`config.mk`:
```
export PLATFORM = sky130hd
export DESIGN_NAME = dpim_top
export DESIGN_NICKNAME = d
export VERILOG_FILES = /design/src/rtl/dpim_pkg.sv /design/src/rtl/dpim_sync.sv /design/src/rtl/dpim_fault_enc.sv /design/src/rtl/dpim_top.sv
export SDC_FILE = /design/constraint.sdc
export NUM_CORES = 1
export LEC_CHECK = 0
export ABC_AREA = 1
export BUFFER_PORTS_ARGS = -buffer_cell sky130_fd_sc_hd__buf_2
export CORE_MARGIN = 5
export CORE_UTILIZATION = 45
export CTS_CLUSTER_DIAMETER = 200
export DETAILED_ROUTE_END_ITERATION = 8
export GPL_ROUTABILITY_DRIVEN = 0
export PLACE_DENSITY = 0.68
export SYNTH_ARGS = -nofsm -noshare
export SYNTH_HDL_FRONTEND = slang
export SYNTH_HIERARCHICAL = 1
export SYNTH_SLANG_ARGS = --single-unit
```
`constraint.sdc`:
```
create_clock -name sys_clk_i -period 3 [get_ports sys_clk_i]
set_clock_uncertainty 0.2 [all_clocks]
set_input_delay 0.15 -clock sys_clk_i [delete_from_list [all_inputs] [get_ports sys_clk_i]]
set_output_delay 0.15 -clock sys_clk_i [all_outputs]
set_load 0.1 [all_outputs]
```
`src/rtl/dpim_pkg.sv`:
```
// Shared constants and types of the digital process image mapper.
package dpim_pkg;

    // Register byte offsets on the AXI4-Lite bus.
    localparam int unsigned DPIM_ADDR_W = 8;
    localparam logic [7:0] DPIM_OFF_CTRL = 8'h00;
    localparam logic [7:0] DPIM_OFF_OUT_IMG = 8'h04;
    localparam logic [7:0] DPIM_OFF_ANA_LEN = 8'h08;
    localparam logic [7:0] DPIM_OFF_IN_IMG = 8'h0C;
    localparam logic [7:0] DPIM_OFF_IRQ_STAT = 8'h10;
    localparam logic [7:0] DPIM_OFF_IRQ_MASK = 8'h14;
    localparam logic [7:0] DPIM_OFF_LIVE = 8'h18;

    // Widths of the process images and of the fields.
    localparam int unsigned DPIM_IN_CH = 16;
    localparam int unsigned DPIM_OUT_CH = 2;
    localparam int unsigned DPIM_BYTE_W = 8;
    localparam int unsigned DPIM_MODE_W = 3;
    localparam int unsigned DPIM_ANA_W = 2;
    localparam int unsigned DPIM_IRQ_W = 5;
    localparam int unsigned DPIM_CODE_W = 2;

    // Reset values.
    localparam logic [31:0] DPIM_RST_OUT_IMG = 32'h0000_0000;
    localparam logic [2:0] DPIM_RST_MODE = 3'h0;
    localparam logic [1:0] DPIM_RST_ANA_LEN = 2'h0;
    localparam logic [4:0] DPIM_RST_IRQ = 5'h00;

    // Interrupt status bit positions.
    localparam int unsigned DPIM_IRQ_FAULT0 = 0;
    localparam int unsigned DPIM_IRQ_FAULT1 = 1;
    localparam int unsigned DPIM_IRQ_IN_CHG = 2;
    localparam int unsigned DPIM_IRQ_MANUAL = 3;
    localparam int unsigned DPIM_IRQ_FAULT_CLR = 4;

    // Two-bit fault codes.
    localparam logic [1:0] DPIM_CODE_OK = 2'h0;
    localparam logic [1:0] DPIM_CODE_OPEN = 2'h1;
    localparam logic [1:0] DPIM_CODE_SHORT = 2'h2;

    // Field positions in the live status register.
    localparam int unsigned DPIM_LIVE_OUT_LSB = 0;
    localparam int unsigned DPIM_LIVE_FLAG_LSB = 2;
    localparam int unsigned DPIM_LIVE_CODE_LSB = 4;
    localparam int unsigned DPIM_LIVE_MAN_BIT = 8;

    // AXI responses.
    localparam logic [1:0] DPIM_RESP_OKAY = 2'h0;
    localparam logic [1:0] DPIM_RESP_SLVERR = 2'h2;

    typedef enum logic [2:0] {
        DPIM_MODE_IN16,
        DPIM_MODE_OUT1,
        DPIM_MODE_OUT2,
        DPIM_MODE_DIAG1,
        DPIM_MODE_DIAG2
    } dpim_mode_t;

endpackage

```
`src/rtl/dpim_sync.sv`:
```
// Two-stage synchroniser for a bus of pin levels.
`timescale 1ns/100ps
module dpim_sync #(
    parameter int unsigned W = 1
) (
    // Clock and reset
    input wire logic sys_clk_i,
    input wire logic rst_i,
    // Levels
    input wire logic [W-1:0] async_i,
    output logic [W-1:0] sync_o
);

    logic [W-1:0] meta_r;

    // The first stage feeds only the second stage.
    always_ff @(posedge sys_clk_i) begin
        if (rst_i) begin
            meta_r <= '0;
            sync_o <= '0;
        end else begin
            meta_r <= async_i;
            sync_o <= meta_r;
        end
    end

endmodule

```
`src/rtl/dpim_fault_enc.sv`:
```
// Per-channel fault flag and two-bit fault code encoder.
`timescale 1ns/100ps
module dpim_fault_enc
    import dpim_pkg::*;
(
    // Synchronised fault conditions per output channel
    input wire logic [DPIM_OUT_CH-1:0] open_i,
    input wire logic [DPIM_OUT_CH-1:0] short_i,
    // Encoded diagnostics
    output logic [DPIM_OUT_CH-1:0] flag_o,
    output logic [DPIM_OUT_CH*DPIM_CODE_W-1:0] code_o
);

    // A short wins over an open load because it is the condition that can damage the driver.
    function automatic logic [1:0] enc_code(input logic open_c, input logic short_c);
        logic [1:0] c;
        c = DPIM_CODE_OK;
        if (short_c) begin
            c = DPIM_CODE_SHORT;
        end else if (open_c) begin
            c = DPIM_CODE_OPEN;
        end
        return c;
    endfunction

    always_comb begin
        flag_o = '0;
        code_o = '0;
        for (int i = 0; i < DPIM_OUT_CH; i++) begin
            flag_o[i] = open_i[i] | short_i[i];
            code_o[i*DPIM_CODE_W +: DPIM_CODE_W] = enc_code(open_i[i], short_i[i]);
        end
    end

endmodule

```
`src/rtl/dpim_top.sv`:
```
// Digital process image mapper with an AXI4-Lite register slave.
`timescale 1ns/100ps
module dpim_top (
    // Clock and reset
    input wire logic sys_clk_i,
    input wire logic rst_i,
    // AXI4-Lite write address channel
    input wire logic s_axi_awvalid_i,
    output logic s_axi_awready_o,
    input wire logic [dpim_pkg::DPIM_ADDR_W-1:0] s_axi_awaddr_i,
    input wire logic [2:0] s_axi_awprot_i,
    // AXI4-Lite write data channel
    input wire logic s_axi_wvalid_i,
    output logic s_axi_wready_o,
    input wire logic [31:0] s_axi_wdata_i,
    input wire logic [3:0] s_axi_wstrb_i,
    // AXI4-Lite write response channel
    output logic s_axi_bvalid_o,
    input wire logic s_axi_bready_i,
    output logic [1:0] s_axi_bresp_o,
    // AXI4-Lite read address channel
    input wire logic s_axi_arvalid_i,
    output logic s_axi_arready_o,
    input wire logic [dpim_pkg::DPIM_ADDR_W-1:0] s_axi_araddr_i,
    input wire logic [2:0] s_axi_arprot_i,
    // AXI4-Lite read data channel
    output logic s_axi_rvalid_o,
    input wire logic s_axi_rready_i,
    output logic [31:0] s_axi_rdata_o,
    output logic [1:0] s_axi_rresp_o,
    // Input channel pins
    input wire logic [dpim_pkg::DPIM_IN_CH-1:0] input_channel_bit_i,
    // Output channel pins, their fault sensing and the manual mode pin
    output logic [dpim_pkg::DPIM_OUT_CH-1:0] out_channel_o,
    input wire logic [dpim_pkg::DPIM_OUT_CH-1:0] fault_open_i,
    input wire logic [dpim_pkg::DPIM_OUT_CH-1:0] fault_short_i,
    input wire logic manual_mode_i,
    // Interrupt
    output logic irq_o
);

    import dpim_pkg::*;

    // Synchronised pins.
    logic [DPIM_IN_CH-1:0] in_s;
    logic [DPIM_OUT_CH-1:0] open_s;
    logic [DPIM_OUT_CH-1:0] short_s;
    logic manual_s;

    dpim_sync #(.W(DPIM_IN_CH + 2 * DPIM_OUT_CH + 1)) u_sync (
        .sys_clk_i(sys_clk_i),
        .rst_i(rst_i),
        .async_i({manual_mode_i, fault_short_i, fault_open_i, input_channel_bit_i}),
        .sync_o({manual_s, short_s, open_s, in_s})
    );

    logic [DPIM_OUT_CH-1:0] flag_c;
    logic [DPIM_OUT_CH*DPIM_CODE_W-1:0] code_c;

    dpim_fault_enc u_enc (
        .open_i(open_s),
        .short_i(short_s),
        .flag_o(flag_c),
        .code_o(code_c)
    );

    // Software state.
    logic [DPIM_MODE_W-1:0] mode_r;
    logic [31:0] out_img_r;
    logic [DPIM_ANA_W-1:0] ana_len_r;
    logic [DPIM_IRQ_W-1:0] irq_stat_r;
    logic [DPIM_IRQ_W-1:0] irq_mask_r;

    // Process image state.
    logic [15:0] in_img_r;
    logic [15:0] in_img_nxt;
    logic [DPIM_OUT_CH-1:0] out_ch_nxt;
    logic [DPIM_OUT_CH-1:0] flag_r;
    logic manual_r;
    logic [DPIM_BYTE_W-1:0] dig_byte;
    dpim_mode_t mode;

    // AXI handshake state.
    logic aw_hold_r;
    logic w_hold_r;
    logic [DPIM_ADDR_W-1:0] awaddr_r;
    logic [31:0] wdata_r;
    logic [3:0] wstrb_r;
    logic wr_fire;
    logic ar_fire;
    logic wr_hit;
    logic [DPIM_IRQ_W-1:0] irq_ev_c;
    logic [DPIM_IRQ_W-1:0] irq_clr_c;

    assign mode = dpim_mode_t'(mode_r);
    assign wr_fire = aw_hold_r && w_hold_r && !s_axi_bvalid_o;
    assign ar_fire = s_axi_arvalid_i && s_axi_arready_o;

    function automatic logic addr_known(input logic [DPIM_ADDR_W-1:0] a);
        return (a == DPIM_OFF_CTRL) || (a == DPIM_OFF_OUT_IMG) || (a == DPIM_OFF_ANA_LEN) ||
               (a == DPIM_OFF_IN_IMG) || (a == DPIM_OFF_IRQ_STAT) ||
               (a == DPIM_OFF_IRQ_MASK) || (a == DPIM_OFF_LIVE);
    endfunction

    function automatic logic [7:0] strb_merge(input logic [7:0] old_b, input logic [7:0] new_b,
                                              input logic en);
        return en ? new_b : old_b;
    endfunction

    assign wr_hit = addr_known(awaddr_r);

    // Write address channel: taken once, then held until the response is accepted.
    always_ff @(posedge sys_clk_i) begin
        if (rst_i) begin
            aw_hold_r <= 1'b0;
            awaddr_r <= '0;
            s_axi_awready_o <= 1'b1;
        end else if (s_axi_awvalid_i && s_axi_awready_o) begin
            aw_hold_r <= 1'b1;
            awaddr_r <= s_axi_awaddr_i;
            s_axi_awready_o <= 1'b0;
        end else if (s_axi_bvalid_o && s_axi_bready_i) begin
            aw_hold_r <= 1'b0;
            s_axi_awready_o <= 1'b1;
        end
    end

    // Write data channel, independent of the address so either may come first.
    always_ff @(posedge sys_clk_i) begin
        if (rst_i) begin
            w_hold_r <= 1'b0;
            wdata_r <= '0;
            wstrb_r <= '0;
            s_axi_wready_o <= 1'b1;
        end else if (s_axi_wvalid_i && s_axi_wready_o) begin
            w_hold_r <= 1'b1;
            wdata_r <= s_axi_wdata_i;
            wstrb_r <= s_axi_wstrb_i;
            s_axi_wready_o <= 1'b0;
        end else if (s_axi_bvalid_o && s_axi_bready_i) begin
            w_hold_r <= 1'b0;
            s_axi_wready_o <= 1'b1;
        end
    end

    // Write response.
    always_ff @(posedge sys_clk_i) begin
        if (rst_i) begin
            s_axi_bvalid_o <= 1'b0;
            s_axi_bresp_o <= DPIM_RESP_OKAY;
        end else if (wr_fire) begin
            s_axi_bvalid_o <= 1'b1;
            s_axi_bresp_o <= wr_hit ? DPIM_RESP_OKAY : DPIM_RESP_SLVERR;
        end else if (s_axi_bready_i) begin
            s_axi_bvalid_o <= 1'b0;
        end
    end

    // Control registers; only the low byte lane carries the narrow fields.
    always_ff @(posedge sys_clk_i) begin
        if (rst_i) begin
            mode_r <= DPIM_RST_MODE;
            ana_len_r <= DPIM_RST_ANA_LEN;
            irq_mask_r <= DPIM_RST_IRQ;
        end else if (wr_fire && wstrb_r[0]) begin
            if (awaddr_r == DPIM_OFF_CTRL) begin
                mode_r <= wdata_r[DPIM_MODE_W-1:0];
            end
            if (awaddr_r == DPIM_OFF_ANA_LEN) begin
                ana_len_r <= wdata_r[DPIM_ANA_W-1:0];
            end
            if (awaddr_r == DPIM_OFF_IRQ_MASK) begin
                irq_mask_r <= wdata_r[DPIM_IRQ_W-1:0];
            end
        end
    end

    // Output process image, four bytes: analog bytes first, then the digital byte.
    always_ff @(posedge sys_clk_i) begin
        if (rst_i) begin
            out_img_r <= DPIM_RST_OUT_IMG;
        end else if (wr_fire && awaddr_r == DPIM_OFF_OUT_IMG) begin
            for (int b = 0; b < 4; b++) begin
                out_img_r[b*8 +: 8] <= strb_merge(out_img_r[b*8 +: 8], wdata_r[b*8 +: 8],
                                                  wstrb_r[b]);
            end
        end
    end

    // Read channel; rdata is sampled at the address handshake so it stays stable.
    always_ff @(posedge sys_clk_i) begin
        if (rst_i) begin
            s_axi_arready_o <= 1'b1;
            s_axi_rvalid_o <= 1'b0;
            s_axi_rdata_o <= '0;
            s_axi_rresp_o <= DPIM_RESP_OKAY;
        end else if (ar_fire) begin
            s_axi_arready_o <= 1'b0;
            s_axi_rvalid_o <= 1'b1;
            s_axi_rresp_o <= addr_known(s_axi_araddr_i) ? DPIM_RESP_OKAY : DPIM_RESP_SLVERR;
            case (s_axi_araddr_i)
                DPIM_OFF_CTRL: begin
                    s_axi_rdata_o <= {29'h0000_0000, mode_r};
                end
                DPIM_OFF_OUT_IMG: begin
                    s_axi_rdata_o <= out_img_r;
                end
                DPIM_OFF_ANA_LEN: begin
                    s_axi_rdata_o <= {30'h0000_0000, ana_len_r};
                end
                DPIM_OFF_IN_IMG: begin
                    s_axi_rdata_o <= {16'h0000, in_img_r};
                end
                DPIM_OFF_IRQ_STAT: begin
                    s_axi_rdata_o <= {27'h000_0000, irq_stat_r};
                end
                DPIM_OFF_IRQ_MASK: begin
                    s_axi_rdata_o <= {27'h000_0000, irq_mask_r};
                end
                DPIM_OFF_LIVE: begin
                    s_axi_rdata_o <= {23'h00_0000, manual_s, code_c, flag_c, out_channel_o};
                end
                default: begin
                    s_axi_rdata_o <= 32'h0000_0000;
                end
            endcase
        end else if (s_axi_rvalid_o && s_axi_rready_i) begin
            s_axi_rvalid_o <= 1'b0;
            s_axi_arready_o <= 1'b1;
        end
    end

    // Digital output byte follows the analog bytes.
    always_comb begin
        dig_byte = out_img_r[ana_len_r*DPIM_BYTE_W +: DPIM_BYTE_W];
    end

    // Output channel drive per mode; bits above the used ones are never looked at.
    always_comb begin
        out_ch_nxt = '0;
        case (mode)
            DPIM_MODE_OUT1: begin
                out_ch_nxt[0] = dig_byte[0];
            end
            DPIM_MODE_OUT2: begin
                out_ch_nxt = dig_byte[DPIM_OUT_CH-1:0];
            end
            DPIM_MODE_DIAG1: begin
                out_ch_nxt = dig_byte[DPIM_OUT_CH-1:0];
            end
            DPIM_MODE_DIAG2: begin
                out_ch_nxt = dig_byte[DPIM_OUT_CH-1:0];
            end
            default: begin
                out_ch_nxt = '0;
            end
        endcase
    end

    // One control bit sets one output, through a register, one cycle later.
    always_ff @(posedge sys_clk_i) begin
        if (rst_i) begin
            out_channel_o <= '0;
        end else begin
            out_channel_o <= out_ch_nxt;
        end
    end

    // Input process image per mode; anything not assigned stays zero.
    always_comb begin
        in_img_nxt = '0;
        case (mode)
            DPIM_MODE_IN16: begin
                in_img_nxt[7:0] = in_s[7:0];
                in_img_nxt[15:8] = in_s[15:8];
            end
            DPIM_MODE_OUT1: begin
                in_img_nxt[0] = manual_s;
            end
            DPIM_MODE_DIAG1: begin
                in_img_nxt[DPIM_OUT_CH-1:0] = flag_c;
            end
            DPIM_MODE_DIAG2: begin
                in_img_nxt[DPIM_OUT_CH*DPIM_CODE_W-1:0] = code_c;
            end
            default: begin
                in_img_nxt = '0;
            end
        endcase
    end

    always_ff @(posedge sys_clk_i) begin
        if (rst_i) begin
            in_img_r <= '0;
        end else begin
            in_img_r <= in_img_nxt;
        end
    end

    // Previous values for event detection.
    always_ff @(posedge sys_clk_i) begin
        if (rst_i) begin
            flag_r <= '0;
            manual_r <= 1'b0;
        end else begin
            flag_r <= flag_c;
            manual_r <= manual_s;
        end
    end

    // Events and software clears of this cycle.
    always_comb begin
        irq_ev_c = '0;
        irq_clr_c = '0;
        irq_ev_c[DPIM_IRQ_FAULT0] = flag_c[0] && !flag_r[0];
        irq_ev_c[DPIM_IRQ_FAULT1] = flag_c[1] && !flag_r[1];
        irq_ev_c[DPIM_IRQ_IN_CHG] = in_img_nxt != in_img_r;
        irq_ev_c[DPIM_IRQ_MANUAL] = manual_s != manual_r;
        irq_ev_c[DPIM_IRQ_FAULT_CLR] = |(flag_r & ~flag_c);
        if (wr_fire && awaddr_r == DPIM_OFF_IRQ_STAT && wstrb_r[0]) begin
            irq_clr_c = wdata_r[DPIM_IRQ_W-1:0];
        end
    end

    // Sticky status, cleared by writing one; a new event in the clearing cycle wins.
    always_ff @(posedge sys_clk_i) begin
        if (rst_i) begin
            irq_stat_r <= DPIM_RST_IRQ;
        end else begin
            irq_stat_r <= (irq_stat_r & ~irq_clr_c) | irq_ev_c;
        end
    end

    // The interrupt is a registered level to keep the output glitch free.
    always_ff @(posedge sys_clk_i) begin
        if (rst_i) begin
            irq_o <= 1'b0;
        end else begin
            irq_o <= |(irq_stat_r & irq_mask_r);
        end
    end

endmodule

```
* After elaboration in Yosys (flattened, before gate mapping)
Index checks and enable logic that the tools add are counted.
** Cells by class
- Eq/ne operators :: 18
- Bitwise operators :: 10
- Shift operators :: 1
- Muxes and demuxes :: 24
- Reduce and logical (&&, ||, !) cells :: 48
** Operator list (count)
- $pmux W32 S7 :: 1
- $eq A8 B5 Y1 const B :: 6
- $eq A8 B4 Y1 const B :: 4
- $shiftx A32 B6 Y2 :: 1
- $eq A8 B3 Y1 const B :: 2
- $logic_not A8 Y1 :: 2
- $ne A16 B16 Y1 :: 1
- $mux W1 :: 14
- $reduce_and A2 Y1 :: 7
- $logic_and A1 B1 Y1 :: 13
- $logic_or A1 B1 Y1 :: 12
- $mux W12 :: 1
- $and A5 B5 Y5 :: 2
- $mux W2 :: 4
- $reduce_bool A2 Y1 :: 4
- $eq A3 B2 Y1 const B :: 2
- $reduce_or A2 Y1 :: 3
- $mux W5 :: 1
- $not A5 Y5 :: 1
- $or A5 B5 Y5 :: 1
- $reduce_or A5 Y1 :: 1
- $pmux W1 S4 :: 1
- $pmux W2 S2 :: 1
- $reduce_or A4 Y1 :: 1
- other kinds (11) :: 15
** Word-level totals
- Word-level logic and storage cells :: 130
- Output and inout bits :: 44
- Register bits after elaboration :: 198
- Input port bits :: 86

* Logic depth before layout (Yosys ltp)
Gate-level depths: netlist (run 1).
- Depth in word-level cells :: 8
- Gate-level depth with buffers :: 12
- Depth with buffers taken out :: 11

* Hierarchy
Netlist (run 1), hierarchy kept.
** By module, submodules not included
- dpim_top :: sequential area each 3083.0 µm², times used 1, area an instance 6419.9 µm², cells an instance 867
- dpim_sync :: sequential area each 840.8 µm², times used 1, area an instance 1212.4 µm², cells an instance 131
- dpim_fault_enc :: sequential area each 0.0 µm², times used 1, area an instance 50.0 µm², cells an instance 10

* Least setup slack after synthesis (run 1)
OpenSTA, ideal clock, no wires.
- Kind :: register to register
- Start point :: reg s_axi_arready_o
- End point :: reg s_axi_rdata_o[16]
- Period minus slack after synthesis :: 2.383 ns
- Data required time :: 2.672 ns
- Buffers on the path :: 2
- Data arrival time :: 2.054 ns
- Slack :: 0.617 ns
- Library setup time :: 0.128 ns
- Cell stages (with the launch flop) :: 6
- Cells stage by stage :: dfxtp_1 nand2_1 inv_1 clkbuf_1 clkbuf_1 a21oi_1
** Between the ends
- Word-level cells in the longest chain between the ends :: 1
** Ends and longest elaborated chain
- start: declaration :: line dpim_top.sv:23 : output logic s_axi_arready_o,
- start signal: assignment :: line dpim_top.sv:193 : s_axi_arready_o <= 1'b1;
- start signal: assignment :: line dpim_top.sv:198 : s_axi_arready_o <= 1'b0;
- start signal: assignment :: line dpim_top.sv:229 : s_axi_arready_o <= 1'b1;
- $logic_and A1 B1 Y1 :: line dpim_top.sv:97 : assign ar_fire = s_axi_arvalid_i && s_axi_arready_o;
- end signal: assignment :: line dpim_top.sv:203 : s_axi_rdata_o <= {29'h0000_0000, mode_r};
- end signal: assignment :: line dpim_top.sv:206 : s_axi_rdata_o <= out_img_r;
- end signal: assignment :: line dpim_top.sv:209 : s_axi_rdata_o <= {30'h0000_0000, ana_len_r};
- end: declaration :: line dpim_top.sv:29 : output logic [31:0] s_axi_rdata_o,
No other way between the ends.
A chain may end at the register's enable or synchronous reset.

* Worst setup path in the final report (run 1)
- Start point :: reg awaddr_r[0]
- End point :: reg out_img_r[16]
** Between the ends
- Word-level cells in the longest chain between the ends :: 3
** Ends and longest elaborated chain
- start: declaration :: line dpim_top.sv:86 : logic [DPIM_ADDR_W-1:0] awaddr_r;
- start signal: assignment :: line dpim_top.sv:120 : awaddr_r <= s_axi_awaddr_i;
- $eq A8 B3 Y1 :: line dpim_top.sv:182 : end else if (wr_fire && awaddr_r == DPIM_OFF_OUT_IMG) begin
- $logic_and A1 B1 Y1 :: line dpim_top.sv:182
- $reduce_and A2 Y1 (no source line)
- end signal: indexed assignment :: line dpim_top.sv:184 : out_img_r[b*8 +: 8] <= strb_merge(out_img_r[b*8 +: 8], wdata_r[b*8 +: 8],
- end: declaration :: line dpim_top.sv:69 : logic [31:0] out_img_r;
No other way between the ends.

==> results of run 1 <==
kinds of logic (layout without fill, tap and decap cells):
logic type             after synthesis  after routing  share of synthesized area
flip-flops                         196            196                      0.511
other                                1              2                   0.000488
AND/OR/NAND/NOR                    378            378                      0.208
buffers and inverters              189            364                      0.106
XOR/XNOR                             3              3                    0.00342
AO/OA/AOI/OAI                      241            241                      0.172
synth_stat cells:
library cell / count
nor3_1: 6
clkbuf_1: 27
o21ai_0: 125
conb_1: 1
o211ai_1: 1
nand2_2: 2
o21bai_1: 1
nor3_2: 1
a21oi_2: 7
nand3b_1: 2
xor2_1: 2
inv_1: 130
nand2_4: 1
buf_4: 6
a31oi_1: 1
buf_1: 2
o311a_1: 1
xnor2_1: 1
nand2_1: 128
nand3_1: 54
a211oi_1: 1
buf_2: 11
inv_2: 4
o22ai_2: 7
a22o_1: 1
o32ai_1: 2
dfxtp_1: 196
nand4_1: 15
a21oi_1: 89
a221oi_1: 2
nor2_1: 163
buf_6: 9
nor3_4: 2
nor2_2: 3
nor2_4: 1
o21ai_1: 3
worst paths after layout:
check                                  startpoint  slack (ns)           endpoint  depth (start not counted)
worst max-delay path                  awaddr_r[0]        0.85      out_img_r[16]                          6
worst min-delay path              s_axi_arvalid_i        0.03   s_axi_rdata_o[0]                          5
worst max register to register        awaddr_r[0]        0.85      out_img_r[16]                          6
worst min register to register  u_sync/meta_r[12]        0.20  u_sync/sync_o[12]                          2
critical path: cells and delay by family, from the launching register on:
kind | cells | cell delay [ns]
AO/OA/AOI/OAI | 2 | 0.40
flip-flops | 1 | 0.31
AND/OR/NAND/NOR | 4 | 1.12
final cells by class:
cell class | count | area share
Sequential cell | 196 | 0.408
Multi-Input combinational cell | 624 | 0.307
Timing Repair Buffer | 198 | 0.144
Inverter | 134 | 0.0523
Clock buffer | 20 | 0.0475
Tap cell | 220 | 0.0286
Clock inverter | 12 | 0.0131
sequential cells by signal, summed over array words and instances, names as in the netlist, 3 cells and up:
register,flops
awaddr_r,8
in_img_r,16
u_sync/meta_r,21
irq_mask_r,5
out_img_r,32
s_axi_rdata_o,32
u_sync/sync_o,21
irq_stat_r,5
wstrb_r,4
mode,3
wdata_r,32
through the flow:
| step | power (mW) | utilization | setup slack [ns] |
|---|---|---|---|
| 2_1_floorplan | 3.26 | - | 0.617 |
| 3_3_place_gp | 3.40 | 0.501 | 0.856 |
| 3_5_place_dp | 3.41 | 0.501 | 0.843 |
| 4_1_cts | 5.71 | 0.578 | 0.849 |
| 5_1_grt | 5.89 | 0.578 | 0.536 |
| 6_report | 5.66 | 0.578 | 0.847 |
metal layers:
layer	vias up	routed length, microns	GRT usage
li1	3544	-	-
met4	0	363	0.0658
met3	29	874	0.0339
met5	-	0	0
met1	3159	8510	0.250
met2	170	8850	0.316
power by group:
| group | switching [mW] | total, mW | internal (mW) |
|---|---|---|---|
| combinational | 0.435 | 0.648 | 0.213 |
| sequential | 0.0567 | 2.77 | 2.72 |
| clock | 0.969 | 2.24 | 1.27 |
| total | 1.46 | 5.66 | 4.20 |
timing repair:
action,in CTS,in global routing
hold buffers,69,0
hold endpoints to repair,72,0
gates resized for setup,0,0
==> metrics.md, run 1 <==
| Metric | Value |
|---|---|
| Number of global-route vias before repair | 6430 |
| Worst Hold Class | input port to flop |
| Most common cell after layout, fill and taps aside | dfxtp_1 |
| Relative slew slack | 0.513 |
| Vias after detailed routing | 6902 |
| Endpoint required time on the critical path | approximately 3.1 ns |
| Sequential cell area fraction in the yosys report | 0.511 |
| Biggest cell delay along the critical path | around 0.45 ns |
| Cell type of the slowest stage on the worst timing path | nand3_1 |
| Max_cap viols | 0 |
| Tightest Pin Transition | 0.726 ns |
| Number of synthesized register bits | 196 |
| Portion of synthesized cell area occupied by the leading cell type | 0.511 |
| Commonest cells after routing, fill and taps aside | dfxtp_1 (196), nor2_1 (163), inv_1 (129) |
| Finished Cell Area | 9620 sq um |
| Horizontal die dimension | 141 microns |
| Max-slew violation total from the final report | 0 |
| Startpoint types | flop |
| CTS Sinks | 196 |
| Wire length after detailed routing | 18600 microns |
| Largest fanout on the critical path | 16 |
| Antenna diode instance count | 0 |
| Data arrival at the endpoint of the critical path | 2.25 ns |
| Largest area contributor in the synthesized netlist | dfxtp_1 |
| Synth warn | 6 |
| Core Rows | 47 |
| DRC errors left | 0 |
| Global-route wire length before repair | about 31000 microns |
| Clock tree from TritonCTS | yes |
| Wire length per cell | 13.2 microns |
| Largest net degree at the start of global routing | roughly 110 |
| Post-synthesis instance area | 7680 sq um |
| Area of all sequential standard cells | roughly 3900 sq um |
| Critical path capture point type | flop |
| Post-DR vias/cell | 4.92 |
| Number of nets with antenna violations after detailed routing | 0 |
| Power density over the cells | 589 nW/um^2 |
| Io pins | 130 |
| Count of different cell masters after synthesis | 36 |
| Height of the die | 141 microns |
| Finished Layout Cells | between 1k and 1.5k |
| Share of the clock period used by the worst path | 0.718 |
| Post-Place Cell Area | 8340 sq um |
| P&R area growth vs syn | 25.2% |
| Clock-pin slew of the registers on the worst-case setup and hold paths | 0.07 ns |
| Net count, final | 1257 |
| Synth area leaders | dfxtp_1 (51%), o21ai_0 (8.1%), nor2_1 (8.0%) |
| Static power due to leakage | 4.14 nW |
| Proportion of layout cells with a drive suffix above 1 | 0.160 |
| Number of iterations in the first detailed-routing pass | 5 |
| Average cell area after synthesis | approximately 7.6 sq um |
| Cell-by-cell listing of the critical path | nor2_1 -> nand3_1 -> nor2_2 -> nand3_1 -> o21ai_0 -> a21oi_1 |
| # H-tree levels | 4 |
| Maximum achievable frequency | around 460 MHz |
| Floorplan Core Area | 16600 sq um |
| Number of buffers between clock root and the deepest sink | 2 |
| Worst VDD drop | roughly 0.00046 V |
| Number of post-CTS setup repair buffers | 0 |
| Number of standard cells after synthesis | roughly 1.0k |
| Final-report hold violation count | 0 |
| Worst Hold Slack | around 0.026 ns |
| Most Frequent Cell on Critical Path | nand3_1 |
| Total global routing overflow | 0 |
| Inst Count DP | 1303 |
| Die Footprint | 19800 sq um |
| Outcome | finished clean |
| DRC marker count from the first detailed-route iteration | 453 |
| Fillers | approximately 1.6k |
| Global Route Usage Sum | 0.190 |
| Min Tclk post-route | 2.15 ns |
| Initial antenna violation count | 0 |
| Critical path type | flop to flop |
| Port Buffers | 121 |
| Final setup violation count | 0 |
| Initial Util | 0.462 |
| DP Wirelength | 12300 microns |
| CTS root buffer | clkbuf_16 |
| Latest clock arrival within the worst-skew pair | ~0.43 ns |
| Inserted Clock Buffers | 17 |
| RSZ-0062 raised after global routing | false |
| Setup tns final | 0 ns |
| Area of the multi-input gates | about 3000 sq um |
(Power assumes the default switching activity.)
==> inputs of run 2 (changes only) <==
PLACE_DENSITY = 0.71   (was 0.68)
clock period = 1.7 ns   (was 3 ns; I/O delays follow)
==> run 2 against run 1 <==
Against the previous run:
- sequential power grew 78%
- routed wire length grew 15%
- via count grew 6.4%
- die area is the same
- global-route usage grew 1.6 points
- the run now ends with setup timing left
- worst hold slack gained 0.025 ns
- clock-buffer cell count grew 1
- first-iteration DRC count grew 21%
- clock power grew 64%
- highest routed layer unchanged
- combinational power grew 110%
==> metrics.md, run 2 (synthesis gave the netlist of run 1 again) <==
| Metric | Value |
|---|---|
| Height of the die | about 140 microns |
| DRC errors left | 0 |
| Latest clock arrival within the worst-skew pair | 0.44 ns |
| Met1 Wirelength | a little over 9000 microns |
| Clock-pin slew of the registers on the worst-case setup and hold paths | 0.07 ns |
| Initial Util | 0.462 |
| Core Rows | between 40 and 50 |
| Max_cap viols | 0 |
| Count of buffering cells on the critical path with inverters included | 2 |
| Worst VDD drop | ~0.0007 V |
| Port Buffers | 121 |
| Largest net degree at the start of global routing | 89 |
| P&R area growth vs syn | 38.2% |
| Critical path capture point type | flop |
| Static power due to leakage | 4.62 nW |
| Relative slew slack | 0.662 |
| Finished Layout Cells | roughly 1.5k |
| RSZ-0062 raised after global routing | true |
| Detailed-routed wire length on met3 | roughly 1100 microns |
| Largest registers in the final layout | out_img_r x32, s_axi_rdata_o x32, wdata_r x32 |
| Inserted Clock Buffers | 17 |
| Inst Count DP | 1356 |
| Initial antenna violation count | 1 |
| Stages on worst setup path | 7 |
| Critical path type | flop to flop |
| Net count, final | 1340 |
| Clock tree from TritonCTS | yes |
| Vias after detailed routing | 7347 |
| Most common cell after layout, fill and taps aside | dfxtp_1 |
| Wire length after detailed routing | 21300 microns |
| Min setup slack post-route | -0.0374 ns |
| DRC marker count from the first detailed-route iteration | 547 |
| Cell type of the slowest stage on the worst timing path | dfxtp_2 |
| # H-tree levels | 4 |
| Worst Setup Slack post-DPL | -0.0626 ns |
| Hold Path Cell Cnt | 7 |
| Die Footprint | roughly 20000 sq um |
| Min Tclk post-route | 1.74 ns |
| Global Route Usage Sum | 0.206 |
| Area of the multi-input gates | 3130 sq um |
| Post-Place Cell Area | between 8000 and 9000 sq um |
| Power density over the cells | about 940 nW/um^2 |
| Commonest cells after routing, fill and taps aside | dfxtp_1 (188), nor2_1 (161), inv_1 (127) |
| Post-DR vias/cell | ~4.9 |
| Outcome | finished, violations left |
| Worst Hold Class | input port to flop |
| Final setup violation count | 6 |
| Data arrival at the endpoint of the critical path | 1.91 ns |
| Biggest cell delay along the critical path | between 0.3 and 0.4 ns |
| Global-route wire length before repair | 33400 microns |
| CTS root buffer | clkbuf_16 |
| Cell-by-cell listing of the critical path | nor3_4 -> nand2_2 -> nor2_4 -> nand3_4 -> buf_6 -> buf_4 -> a21oi_1 |
| Max-slew violation total from the final report | 0 |
| Area of all sequential standard cells | 3940 sq um |
| DP Wirelength | about 13000 microns |
| Startpoint types | flop |
| Endpoint required time on the critical path | 1.87 ns |
| CTS Sinks | 196 |
| Largest fanout on the critical path | 6 |
| Total global routing overflow | 0 |
| Floorplan Core Area | 16600 sq um |
| Routed wire length on met2 | 10700 microns |
| Fillers | 1405 |
| Number of iterations in the first detailed-routing pass | 5 |
| Final-report hold violation count | 0 |
| Finished Cell Area | around 11000 sq um |
| Io pins | 130 |
| Kind of cell adding the most delay to the critical path | simple AND/OR/NAND/NOR gates |
| Horizontal die dimension | 141 microns |
| Proportion of layout cells with a drive suffix above 1 | 0.230 |
| Number of nets with antenna violations after detailed routing | 0 |
| Wire length per cell | 14.3 microns |
| Number of buffers between clock root and the deepest sink | 2 |
| Tightest Pin Transition | between 0.5 and 0.6 ns |
| Violated checks | setup timing |
| Highest layer used for signal routing | met4 |
| Maximum achievable frequency | 576 MHz |
| Share of the clock period used by the worst path | 1.02 |
| Number of global-route vias before repair | 7083 |
| Number of cells traversed by the worst register-to-register path | 7 |
==> run 2: changes by cell type in the layout (fill, tap and decap cells not counted), sizes merged <==
cell         before  now
bufinv            2    0
dlygate4sd3      69   93
clkinvlp          2    1
diode             0    2
clkinv            6    7
buf             129  185
clkbuf           20   24
inv             136  137
==> run 2: through the flow <==
step	util	setup TNS [ns]	hold slack, ns	power, mW
floorplan	-	0	-0.00803	5.76
global placement	0.530	-0.221	0.0886	6.07
detailed placement	0.530	-1.09	0.0914	6.09
CTS	0.619	-0.0409	0.0154	9.90
global route	0.638	-1.44	0.0836	10.3
finish	0.638	-0.0813	0.0511	9.96
==> run 2: metal layers <==
metal | global-route usage | vias up
li1 | - | 3728
met1 | 0.252 | 3390
met2 | 0.353 | 194
met3 | 0.0406 | 35
met4 | 0.0913 | 0
met5 | 0 | -
==> run 2: power by group <==
part | internal [mW] | switching [mW]
clock network | 1.95 | 1.73
logic | 0.510 | 0.843
registers | 4.80 | 0.126
total | 7.26 | 2.70
==> run 2: cell type report <==
class | instances | share of cell area
multi-input cells | 624 | 0.295
flip-flops and latches | 196 | 0.371
inverters | 134 | 0.0476
repair buffers | 281 | 0.209
clock inverters | 11 | 0.00719
diodes | 2 | 0.000472
well taps | 220 | 0.0259
clock buffers | 21 | 0.0434
==> run 2: final timing paths <==
path	endpoint	start	slack (ns)
setup / recovery	out_img_r[31]	awaddr_r[7]	-0.04
hold / removal	s_axi_rresp_o[1]	s_axi_araddr_i[3]	0.05
setup reg to reg	out_img_r[31]	awaddr_r[7]	-0.04
hold reg to reg	u_sync/sync_o[11]	u_sync/meta_r[11]	0.20
==> run 2: timing repair <==
| item | 4_1_cts | 5_1_grt |
|---|---|---|
| endpoints found under the setup margin | 37 | 61 |
| cloned | 0 | 5 |
| hold endpoints to repair | 134 | 5 |
| hold buffers | 92 | 1 |
| resized for setup | 5 | 86 |
| buffers inserted | 1 | 0 |
| pin swaps | 3 | 10 |
==> run 2: worst reg2reg max path, delay by kind of cell (launching register included) <==
| kind | cells | cell delay (ns) |
|---|---|---|
| AND/OR/NAND/NOR | 4 | 0.70 |
| buffers and inverters | 2 | 0.29 |
| AO/OA/AOI/OAI | 1 | 0.14 |
| flip-flops | 1 | 0.34 |
==> inputs of run 3 (changes only) <==
--- a/config.mk
+++ b/config.mk
@@ -15,2 +15,3 @@
 export PLACE_DENSITY = 0.71
+export SKIP_CTS_REPAIR_TIMING = 1
 export SYNTH_ARGS = -nofsm -noshare
--- a/constraint.sdc
+++ b/constraint.sdc
@@ -4,2 +4,2 @@
 set_output_delay 0.085 -clock sys_clk_i [all_outputs]
-set_load 0.1 [all_outputs]
+set_load 0.01 [all_outputs]
==> run 3 against run 2 <==
Against the previous run:
- the run still ends with setup timing left
- critical path depth is 1 higher
- die area is the same
- flip-flop and latch count unchanged
- worst hold slack worse by 0.012 ns
- largest power group unchanged
==> metrics.md, run 3 (synthesis gave the netlist of run 1 again) <==
| Metric | Value |
|---|---|
| Commonest cells after routing, fill and taps aside | dfxtp_1 (192), nor2_1 (160), inv_1 (128) |
| Share of the clock period used by the worst path | 1.05 |
| Min Tclk post-route | 1.78 ns |
| DP Wirelength | 13100 microns |
| Fillers | 1436 |
| Initial Util | 0.462 |
| Violated checks | setup timing |
| Critical path type | flop to flop |
| Number of iterations in the first detailed-routing pass | 5 |
| Latest clock arrival within the worst-skew pair | 0.43 ns |
| Final-report hold violation count | 0 |
| Largest net degree at the start of global routing | 89 |
| Height of the die | 141 microns |
| Initial antenna violation count | 0 |
| Port Buffers | around 120 |
| Number of global-route vias before repair | 6262 |
| Max_cap viols | 0 |
| Finished Layout Cells | roughly 1.5k |
| Setup tns final | -0.609 ns |
| Worst min-delay path endpoint | s_axi_rresp_o[1] |
| Wire length after detailed routing | 19900 microns |
| Post-DR vias/cell | 4.95 |
| Clock-pin slew of the registers on the worst-case setup and hold paths | 0.07 ns |
| Data arrival at the endpoint of the critical path | about 1.9 ns |
| Worst VDD drop | 0.000710 V |
| CTS Sinks | 196 |
| Wire length per cell | 13.7 microns |
| Global Route Usage Sum | 0.187 |
| Endpoint required time on the critical path | 1.86 ns |
| Power density over the cells | 953 nW/um^2 |
| Most common cell after layout, fill and taps aside | dfxtp_1 |
| Critical path capture point type | flop |
| Number of cells traversed by the worst register-to-register path | 8 |
| Number of buffers between clock root and the deepest sink | 2 |
| Inserted Clock Buffers | 17 |
| Post-layout utilization of the core | 0.624 |
| Total global routing overflow | 0 |
| Maximum achievable frequency | 562 MHz |
| Reg-to-Reg End | mode[1] |
| Min setup slack post-route | -0.0801 ns |
| RSZ-0062 raised after global routing | true |
| Static power due to leakage | 4.48 nW |
| Reg2reg start | awaddr_r[6] |
| Final setup violation count | 24 |
| Startpoint types | flop |
| Number of nets with antenna violations after detailed routing | 0 |
| Proportion of layout cells with a drive suffix above 1 | 0.238 |
| Largest registers in the final layout | out_img_r x32, s_axi_rdata_o x32, wdata_r x32 |
| Antenna diode instance count | 0 |
| Start point of the critical path | awaddr_r[6] |
| Hold Path Cell Cnt | 7 |
| Horizontal die dimension | approximately 140 microns |
| Outcome | finished, violations left |
| Io pins | between 100 and 150 |
| Reg2Reg Setup Slack | -0.08 ns |
| Vias after detailed routing | 7206 |
| Die Footprint | 19800 sq um |
| Worst Hold Class | input port to flop |
| CTS root buffer | clkbuf_16 |
| # H-tree levels | 4 |
| Net count, final | between 1k and 1.5k |
| Core Rows | 47 |
| DRC errors left | 0 |
| Global-route wire length before repair | 30200 microns |
| Clock tree from TritonCTS | yes |
| Hold wc startpoint | s_axi_araddr_i[3] |
| P&R area growth vs syn | 35.1% |
| Largest fanout on the critical path | 6 |
| Inst Count DP | 1349 |
| DRC marker count from the first detailed-route iteration | 474 |
| Max-slew violation total from the final report | 0 |
| Floorplan Core Area | approximately 17000 sq um |
-- run 3: changes by cell type in the layout (fill, tap and decap cells not counted), moves of 5 or more --
cell | before | now
o21ai_2 | 15 | 26
o21ai_1 | 19 | 9
a21oi_1 | 87 | 81
dlygate4sd3_1 | 93 | 69
buf_6 | 8 | 13
buf_4 | 47 | 38
a21oi_2 | 9 | 15
-- run 3: worst max path at each step --
stage	end
4_1_cts	irq_stat_r[2]
3_5_place_dp	irq_stat_r[2]
2_1_floorplan	irq_stat_r[2]
3_3_place_gp	out_img_r[20]
6_report	mode[1]
5_1_grt	mode[1]
-- run 3: final cells by class --
| cell class | instances | area, sq um | share of cell area |
|---|---|---|---|
| sequential | 196 | 3930 | 0.379 |
| multi-input combinational | 624 | 3200 | 0.308 |
| timing repair buffer | 249 | 1870 | 0.180 |
| inverter | 134 | 508 | 0.0489 |
| clock buffer | 24 | 492 | 0.0474 |
| tap | 220 | 275 | 0.0265 |
| clock inverter | 8 | 98.8 | 0.00952 |
-- run 3: per-layer routing --
metal / vias up / global-route usage / share of wire
met2: 208 / 0.296 / 0.47
met3: 30 / 0.0410 / 0.058
met4: 0 / 0.0648 / 0.018
met1: 3306 / 0.253 / 0.45
li1: 3662 / - / -
met5: - / 0 / 0
-- run 3: stage by stage --
stage               hold WS [ns]  setup WS (ns)  cell area (sq um)  power, mW
floorplan               -0.00803         0.0635               7690       5.47
global placement          0.0902        -0.0465               8720       5.78
detailed placement        0.0910         -0.108               8720       5.80
CTS                       -0.356         -0.126               9320       9.75
global route              0.0716         -0.169              10400       10.3
finish                    0.0390        -0.0801              10400       9.89
-- run 3: report_power, final --
part           internal [mW]  switching [mW]  leakage (nW)
clock network           2.32            1.66         0.286
registers               4.80           0.127          1.61
logic                  0.449           0.538          2.59
total                   7.56            2.33          4.48
-- run 3: worst max-delay path: stages (launching register included) --
cell	delay, ns
dfxtp_4	0.36
nor3_4	0.21
nand2_2	0.11
buf_6	0.12
buf_6	0.12
nor3_4	0.23
buf_6	0.16
o21ai_0	0.08
a21oi_1	0.12
